`src/rtl/ocmp_regs.svh`:
```
// Purpose: register offsets, field positions and reset values
// Assumes: APB byte addresses, one aligned 32-bit word per register
// Notes: compare registers are 16 bits wide and sit in the low bits
`ifndef OCMP_REGS_SVH
`define OCMP_REGS_SVH

`define OCMP_CTRL_OFFSET 12'h000
`define OCMP_PRI_OFFSET 12'h004
`define OCMP_SEC_OFFSET 12'h008
`define OCMP_FLAGS_OFFSET 12'h00C

`define OCMP_MODE_LSB 0
`define OCMP_MODE_MSB 2
`define OCMP_TBSEL_BIT 3
`define OCMP_FAULT_BIT 4
`define OCMP_CHFLAG_BIT 0
`define OCMP_TMFLAG_BIT 1

`define OCMP_CTRL_RESET 3'h0
`define OCMP_PRI_RESET 16'h0000
`define OCMP_SEC_RESET 16'h0000

`endif

```
`src/rtl/ocmp_pkg.sv`:
```
// Purpose: shared types of the compare channel
// Assumes: 16-bit time bases
// Notes: constants live in ocmp_regs.svh
package ocmp_pkg;

    typedef logic [15:0] word_type;

    // one time base as seen by the channel
    typedef struct packed {
        logic [15:0] count;
        logic [15:0] period;
        logic periodMatch;
    } timer_type;

    // compare mode field encodings
    typedef enum logic [2:0] {
        MODE_OFF = 3'b000,
        MODE_R1 = 3'b001,
        MODE_R2 = 3'b010,
        MODE_R3 = 3'b011,
        MODE_R4 = 3'b100,
        MODE_DUAL = 3'b101,
        MODE_PWM = 3'b110,
        MODE_PWM_FLT = 3'b111
    } mode_type;

endpackage

```
`src/rtl/output_compare_channel.sv`:
```
// Purpose: one output compare channel, dual compare and PWM modes
// Assumes: timers share clk; APB slave, zero wait states
// Notes: fault input is synchronised, shutdown lags it by three clocks
//
// Behaviour
// - primary zero, first period stays low
// - primary zero, period equals secondary: one-cycle low
// - falling secondary match sets channel flag
// - primary >= secondary: rise, period reset, fall
// - secondary beyond period: single rise, no flag
// - all zero still pulses, two clocks late
// - primary beyond period keeps output low
// - codes 110/111 select PWM, 111 adds fault
// - fault low shuts PWM output down
// - PWM primary is read-only working duty
// - period match copies secondary into primary
// - PWM period match pulses timer flag
// - primary seeded before enable sets first duty
// - PWM high at period, low at duty
// - code 101 is continuous dual compare
// - fault floats output, sets channel flag
// - fault status bit four, sticky until rewrite
// - duty zero low, duty beyond period high
//
// The implementer's own choices: the register offsets and register access over APB.
`timescale 1ns/100ps
`include "ocmp_regs.svh"
module output_compare_channel (
    input wire logic clk,
    input wire logic rst_n,
    input wire logic psel,
    input wire logic penable,
    input wire logic pwrite,
    input wire logic [11:0] paddr,
    input wire logic [31:0] pwdata,
    output logic [31:0] prdata,
    output logic pready,
    output logic pslverr,
    input ocmp_pkg::timer_type timerA,
    input ocmp_pkg::timer_type timerB,
    input wire logic faultIn_n,
    output logic compareOut,
    output logic compareOutEn,
    output logic channelFlagPulse,
    output logic timerFlagPulse
);
    logic [2:0] mode_q;
    logic timeBaseSel_q;
    logic [15:0] primary_q;
    logic [15:0] secondary_q;
    logic chFlag_q;
    logic tmFlag_q;
    logic fault_q;
    logic outLevel_q;
    logic [15:0] prevCount_q;
    logic prevMatch_q;
    logic faultSync_n;
    ocmp_pkg::timer_type tb;
    ocmp_pkg::mode_type mode;
    logic setupPhase;
    logic wrEn;
    logic addrOk;
    logic wrCtrl;
    logic wrPri;
    logic wrSec;
    logic wrFlags;
    logic pwmMode;
    logic dualMode;
    logic countEvent;
    logic priMatch;
    logic secMatch;
    logic riseDual;
    logic fallDual;
    logic faultNow;
    logic loadDuty;
    logic [15:0] nextDuty;
    logic [31:0] readData;

    assign mode = ocmp_pkg::mode_type'(mode_q);

    time_base_select tbSel (
        .timerA(timerA),
        .timerB(timerB),
        .selectB(timeBaseSel_q),
        .selected(tb)
    );

    // fault pin comes from outside, two flops before use
    bit_sync faultSync (
        .clk(clk),
        .rst_n(rst_n),
        .resetValue(1'b1),
        .asyncIn(faultIn_n),
        .syncOut(faultSync_n)
    );

    // apb decode, slave never inserts wait states
    assign pready = 1'b1;
    assign setupPhase = psel && !penable;
    assign wrEn = psel && penable && pwrite;
    assign addrOk = (paddr == `OCMP_CTRL_OFFSET) ||
                    (paddr == `OCMP_PRI_OFFSET) ||
                    (paddr == `OCMP_SEC_OFFSET) ||
                    (paddr == `OCMP_FLAGS_OFFSET);
    assign pslverr = psel && penable && !addrOk;
    assign wrCtrl = wrEn && (paddr == `OCMP_CTRL_OFFSET);
    assign wrPri = wrEn && (paddr == `OCMP_PRI_OFFSET);
    assign wrSec = wrEn && (paddr == `OCMP_SEC_OFFSET);
    assign wrFlags = wrEn && (paddr == `OCMP_FLAGS_OFFSET);

    assign pwmMode = (mode == ocmp_pkg::MODE_PWM) ||
                     (mode == ocmp_pkg::MODE_PWM_FLT);
    assign dualMode = (mode == ocmp_pkg::MODE_DUAL);

    // a compare only counts when the timer has moved or had a period match the clock before, so a timer
    // parked at zero at enable time cannot match a zero primary
    // no match before moving or a period match
    assign countEvent = (tb.count != prevCount_q) || prevMatch_q;
    assign priMatch = countEvent && (tb.count == primary_q);
    assign secMatch = countEvent && (tb.count == secondary_q);

    // equal compares toggle so the all-zero case still pulses
    // coincident matches alternate
    assign riseDual = dualMode && priMatch && !outLevel_q;
    assign fallDual = dualMode && secMatch && outLevel_q &&
                      !(priMatch && !outLevel_q);

    assign faultNow = (mode == ocmp_pkg::MODE_PWM_FLT) && !faultSync_n;

    assign loadDuty = pwmMode && tb.periodMatch;
    assign nextDuty = secondary_q;

    // history of the selected timer for movement detection
    always_ff @(posedge clk or negedge rst_n) begin
        if (!rst_n) begin
            prevCount_q <= 16'h0000;
            prevMatch_q <= 1'b0;
        end else begin
            prevCount_q <= tb.count;
            prevMatch_q <= tb.periodMatch;
        end
    end

    // control register: mode and time base select
    always_ff @(posedge clk or negedge rst_n) begin
        if (!rst_n) begin
            mode_q <= `OCMP_CTRL_RESET;
            timeBaseSel_q <= 1'b0;
        end else if (wrCtrl) begin
            mode_q <= pwdata[`OCMP_MODE_MSB:`OCMP_MODE_LSB];
            timeBaseSel_q <= pwdata[`OCMP_TBSEL_BIT];
        end
    end

    // primary compare, software-owned outside PWM
    always_ff @(posedge clk or negedge rst_n) begin
        if (!rst_n) begin
            primary_q <= `OCMP_PRI_RESET;
        end else if (loadDuty) begin
            primary_q <= nextDuty;
        end else if (wrPri && !pwmMode) begin
            primary_q <= pwdata[15:0];
        end
    end

    always_ff @(posedge clk or negedge rst_n) begin
        if (!rst_n) begin
            secondary_q <= `OCMP_SEC_RESET;
        end else if (wrSec) begin
            secondary_q <= pwdata[15:0];
        end
    end

    always_ff @(posedge clk or negedge rst_n) begin
        if (!rst_n) begin
            fault_q <= 1'b0;
        end else if (faultNow) begin
            fault_q <= 1'b1;
        end else if (wrCtrl && pwdata[`OCMP_MODE_MSB:`OCMP_MODE_LSB + 1] ==
                     2'h3) begin
            // cleared only by a PWM rewrite with the pin released
            fault_q <= 1'b0;
        end
    end

    // output level: one process owns every mode
    always_ff @(posedge clk or negedge rst_n) begin
        if (!rst_n) begin
            outLevel_q <= 1'b0;
        end else if (wrCtrl) begin
            if (pwdata[`OCMP_MODE_MSB:`OCMP_MODE_LSB + 1] == 2'h3) begin
                outLevel_q <= (primary_q != 16'h0000);
            end else begin
                outLevel_q <= 1'b0;
            end
        end else if (pwmMode) begin
            if (tb.periodMatch) begin
                // high at period, zero duty stays low
                outLevel_q <= (nextDuty != 16'h0000);
            end else if (tb.count == primary_q) begin
                outLevel_q <= 1'b0;
            end
        end else if (riseDual) begin
            // rise one clock after primary match
            outLevel_q <= 1'b1;
        end else if (fallDual) begin
            outLevel_q <= 1'b0;
        end else if (!dualMode) begin
            outLevel_q <= 1'b0;
        end
    end

    // pin data and enable come from flops
    assign compareOut = outLevel_q;
    assign compareOutEn = !fault_q;

    // event pulses for the interrupt controller outside
    always_ff @(posedge clk or negedge rst_n) begin
        if (!rst_n) begin
            channelFlagPulse <= 1'b0;
            timerFlagPulse <= 1'b0;
        end else begin
            channelFlagPulse <= fallDual || (faultNow && !fault_q);
            timerFlagPulse <= loadDuty;
        end
    end

    // sticky copies, write one to clear, a new event wins
    always_ff @(posedge clk or negedge rst_n) begin
        if (!rst_n) begin
            chFlag_q <= 1'b0;
        end else if (channelFlagPulse) begin
            chFlag_q <= 1'b1;
        end else if (wrFlags && pwdata[`OCMP_CHFLAG_BIT]) begin
            chFlag_q <= 1'b0;
        end
    end

    always_ff @(posedge clk or negedge rst_n) begin
        if (!rst_n) begin
            tmFlag_q <= 1'b0;
        end else if (timerFlagPulse) begin
            tmFlag_q <= 1'b1;
        end else if (wrFlags && pwdata[`OCMP_TMFLAG_BIT]) begin
            tmFlag_q <= 1'b0;
        end
    end

    // read mux, unused upper bits read zero
    always_comb begin
        readData = 32'h0000_0000;
        unique case (paddr)
            `OCMP_CTRL_OFFSET: begin
                readData[`OCMP_MODE_MSB:`OCMP_MODE_LSB] = mode_q;
                readData[`OCMP_TBSEL_BIT] = timeBaseSel_q;
                readData[`OCMP_FAULT_BIT] = fault_q;
            end
            `OCMP_PRI_OFFSET: begin
                readData[15:0] = primary_q;
            end
            `OCMP_SEC_OFFSET: begin
                readData[15:0] = secondary_q;
            end
            `OCMP_FLAGS_OFFSET: begin
                readData[`OCMP_CHFLAG_BIT] = chFlag_q;
                readData[`OCMP_TMFLAG_BIT] = tmFlag_q;
            end
            default: begin
                readData = 32'h0000_0000;
            end
        endcase
    end

    // read data captured in setup, stable through access
    always_ff @(posedge clk or negedge rst_n) begin
        if (!rst_n) begin
            prdata <= 32'h0000_0000;
        end else if (setupPhase && !pwrite) begin
            prdata <= readData;
        end
    end
endmodule // output_compare_channel

```
`src/rtl/bit_sync.sv`:
```
// Purpose: two-stage synchroniser for one asynchronous level
// Assumes: input may change at any time
// Notes: first stage is read only by the second
`timescale 1ns/100ps
module bit_sync (
    input wire logic clk,
    input wire logic rst_n,
    input wire logic resetValue,
    input wire logic asyncIn,
    output logic syncOut
);
    logic meta_q;

    // both stages reset to one; the resetValue port is left unused
    always_ff @(posedge clk or negedge rst_n) begin
        if (!rst_n) begin
            meta_q <= 1'b1;
            syncOut <= 1'b1;
        end else begin
            meta_q <= asyncIn;
            syncOut <= meta_q;
        end
    end
endmodule // bit_sync

```
`src/rtl/time_base_select.sv`:
```
// Purpose: picks one of two external time bases
// Assumes: both timers run on clk
// Notes: purely combinational
`timescale 1ns/100ps
module time_base_select (
    input ocmp_pkg::timer_type timerA,
    input ocmp_pkg::timer_type timerB,
    input wire logic selectB,
    output ocmp_pkg::timer_type selected
);
    // same clock domain, so no crossing needed
    assign selected = selectB ? timerB : timerA;
endmodule // time_base_select

```
`config.mk`:
```
export PLATFORM = sky130hd
export DESIGN_NAME = output_compare_channel
export DESIGN_NICKNAME = d
export VERILOG_FILES = /design/src/rtl/ocmp_pkg.sv /design/src/rtl/output_compare_channel.sv /design/src/rtl/bit_sync.sv /design/src/rtl/time_base_select.sv
export VERILOG_INCLUDE_DIRS = /design/src /design/src/rtl
export SDC_FILE = /design/constraint.sdc
export NUM_CORES = 1
export LEC_CHECK = 0
export BUFFER_PORTS_ARGS = -buffer_cell sky130_fd_sc_hd__buf_2
export CORE_UTILIZATION = 40
export CTS_CLUSTER_SIZE = 24
export DETAILED_ROUTE_END_ITERATION = 8
export GPL_TIMING_DRIVEN = 0
export HOLD_SLACK_MARGIN = 0.06
export PLACE_DENSITY = 0.67
export SLEW_MARGIN = 20
export SYNTH_ARGS = -nofsm -noshare
export SYNTH_HDL_FRONTEND = slang
export SYNTH_SLANG_ARGS = --single-unit
export TNS_END_PERCENT = 50
```
`constraint.sdc`:
```
create_clock -name clk -period 2.5 [get_ports clk]
set_input_delay 0.125 -clock clk [delete_from_list [all_inputs] [get_ports clk]]
set_output_delay 0.125 -clock clk [all_outputs]
set_load 0.01 [all_outputs]
```
==> results.sh <==
export IMPL_status="finished clean"
export IMPL_antenna_left=0
export IMPL_gr_total_overflow=0
export IMPL_die_w_um=104
export IMPL_dr_first_iter_drc_count=89
export IMPL_ir_drop_mv=0.315
export IMPL_grt_pass1_vias=3294
export IMPL_worst_slack_ns=0.149
export IMPL_diodes=0
export IMPL_worstPathMaxFanout=10
export IMPL_post_synth_top_area_cell="dfrtp_1"
export IMPL_start_util_pct=41.7
export IMPL_die_height_um=104
export IMPL_boundaryPins=154
export IMPL_synthTopCellsByArea="dfrtp_1 (45%), xnor2_1 (10%), mux2i_1 (8.0%)"
export IMPL_clock_root_buffer="clkbuf_8"
export IMPL_clk_latency_ns=0.35
export IMPL_detail_route_wl_per_cell_um=16.4
export IMPL_final_max_slew_viol_count=0
export IMPL_drcViolationCount=0
export IMPL_clock_sinks=77
export IMPL_core_area_um2=9910
export IMPL_synth_cells=385
export IMPL_required_ns=2.72
export IMPL_fillers=890
export IMPL_clockBufferDepth=2
export IMPL_io_buffer_count=86
export IMPL_tritoncts="done"
export IMPL_numCtsBuffers=9
export IMPL_routabilityCongestion=0.899
export IMPL_drive_above_1_share_pct=32.8
export IMPL_synth_commonest_cells="dfrtp_1 (75), xnor2_1 (47), mux2i_1 (33)"
export IMPL_min_period_ns=2.35
export IMPL_yosysMostFrequentCell="dfrtp_1"
export IMPL_routed_via_count=3311
export IMPL_place_worst_setup_slack_ns=-0.0919
export IMPL_finClkSkew_ns=0.00955
export IMPL_setup_tns_ns=0
export IMPL_hold_depth=3
export IMPL_cap_violations=0
export IMPL_grt_max_degree=41
export IMPL_yosys_warnings=0
export IMPL_slew_headroom_pct=59.4
export IMPL_die_area_um2=10700
export IMPL_critical_path_class="reg2reg"
export IMPL_yosysTopAreaCellShare_pct=45.4
export IMPL_grt_pass1_wl_um=17500
export IMPL_power_leakage_uw=0.00248
export IMPL_ys_flop_type="dfrtp_1"
export IMPL_cp_end_kind="flop"
export IMPL_async_reset_ff_share_pct=100
export IMPL_cts_setup_buffers=0
export IMPL_power_density_nw_per_um2=504
export IMPL_setup_viol=0
export IMPL_fin_nets=642
export IMPL_ys_seq_area_share_pct=46.7
export IMPL_grt_antenna_before_repair=0
export IMPL_max_freq_mhz=425
export IMPL_vias_per_cell=4.99
export IMPL_synth_edff_count=0
export IMPL_tightest_slew_ns=0.592
export IMPL_firstDrtPassIters=4
export IMPL_worst_ep_arrival_time_ns=2.57
export IMPL_rsz0062_at_grt="false"
export IMPL_num_rows=36
export IMPL_r2r_cells=8
export IMPL_routed_wl_um=10900
export IMPL_grtUsageTotal_pct=21.1
export IMPL_hold_class="in2reg"
export IMPL_path_clk_slew_ns=0.08
export IMPL_cp_start_kind="flop"
export IMPL_finalCritPeriodShare_pct=94.0
export IMPL_synth_area_um2=4130
export IMPL_report_final_hold_viol_count=0
export IMPL_syn_to_final_growth_pct=32.0
export IMPL_synth_distinct_cells=44
export IMPL_dp_hpwl_um=8120
export IMPL_synth_seq_cells=77
export IMPL_avgSynthCellArea_um2=10.7
export IMPL_cts_htree_levels=3
## where the power goes
group | switching [uW] | total, uW | internal, uW
Sequential | 8.52 | 1270 | 1260
Clock | 461 | 1180 | 719
Combinational | 146 | 297 | 150
## layout make-up
cell class                 count  area (um2)  share of cell area, %
clock buffer                  11         151                   2.78
multi-input combinational    270        2070                   37.9
buffer                        35         230                   4.22
tap                          133         166                   3.05
clock inverter                 5         106                   1.95
sequential                    77        1930                   35.4
inverter                      18        67.6                   1.24
timing repair buffer         115         733                   13.4
## sequential cells by signal, indices dropped and copies added (netlist names), 3 cells and up
register,cells
nextDuty,16
mode,3
prdata,16
prevCount_q,16
primary_q,16
## cells by family (layout without fill, tap and decap cells)
family / count (synthesis) / after routing / share of synthesized area [%]
buffers and inverters: 53 / 184 / 7.06
flip-flops: 77 / 77 / 46.7
AND/OR/NAND/NOR: 91 / 91 / 12.0
AO/OA/AOI/OAI: 56 / 56 / 8.36
multiplexers: 58 / 58 / 15.5
XOR/XNOR: 48 / 48 / 10.2
other: 2 / 17 / 0.182
## layout by cell type, fill, tap and decap left out, drive strengths merged, types with 2 or more instances in the layout
cell	instances
and4	2
bufinv	3
and3	3
a21o	3
nor2	22
conb	17
mux4	2
mux2i	36
nor2b	2
dfstp	2
nand2	22
dlygate4sd3	28
dfrtp	75
nand3	4
nand4	5
xnor2	47
mux2	20
buf	112
o21ai	14
clkbuf	21
o31ai	3
a21oi	20
nor3	4
nor4	20
inv	18
a22oi	11
## per-stage QoR
step	hold WS (ns)	cells	power, uW	util, %	cell area, um2
2_1_floorplan	-0.171	400	1430	-	4190
3_3_place_gp	0.231	619	1540	48.3	4780
3_5_place_dp	0.130	620	1550	48.5	4810
4_1_cts	0.0649	656	2750	53.3	5290
5_1_grt	0.0613	664	2870	55.0	5450
6_report	0.0651	664	2750	55.0	5450
## worst max-delay path, stage by stage (launching register included)
cell	delay (ns)
dfrtp_1	0.39
buf_6	0.19
buf_8	0.23
mux2i_4	0.36
xnor2_1	0.14
nor4_2	0.31
nand4_1	0.19
a311oi_2	0.27
o211ai_1	0.11
## metal layers
metal  track usage (%)  vias to the layer above  share of wire (%)
met5                 0                        -                  0
met4              6.42                        0                1.1
met3              3.90                        8                3.9
met2              33.5                       87                 48
met1              29.4                     1619                 47
li1                  -                     1597                  -
## path summary, 6_finish.rpt
| path | from | to | slack [ns] |
|---|---|---|---|
| min | timerB[21] | prevCount_q[4]$_DFF_PN0_ | 0.07 |
| min reg2reg | faultSync.meta_q$_DFF_PN1_ | faultSync.syncOut$_DFF_PN1_ | 0.36 |
| max in group asynchronous | rst_n | faultSync.syncOut$_DFF_PN1_ | 1.57 |
| max reg2reg | timeBaseSel_q$_DFFE_PN0P_ | compareOut$_DFFE_PN0P_ | 0.15 |
| max | timeBaseSel_q$_DFFE_PN0P_ | compareOut$_DFFE_PN0P_ | 0.15 |
| min in group asynchronous | rst_n | prevCount_q[15]$_DFF_PN0_ | 0.28 |
## what timing repair did
| item | in CTS | in global routing |
|---|---|---|
| cloned | 0 | 0 |
| setup endpoints to repair | 2 | 3 |
| hold buffers | 20 | 8 |
| resized for setup | 4 | 16 |
| hold endpoints to repair | 56 | 5 |
No activity file was read; power rests on OpenSTA's default activity.
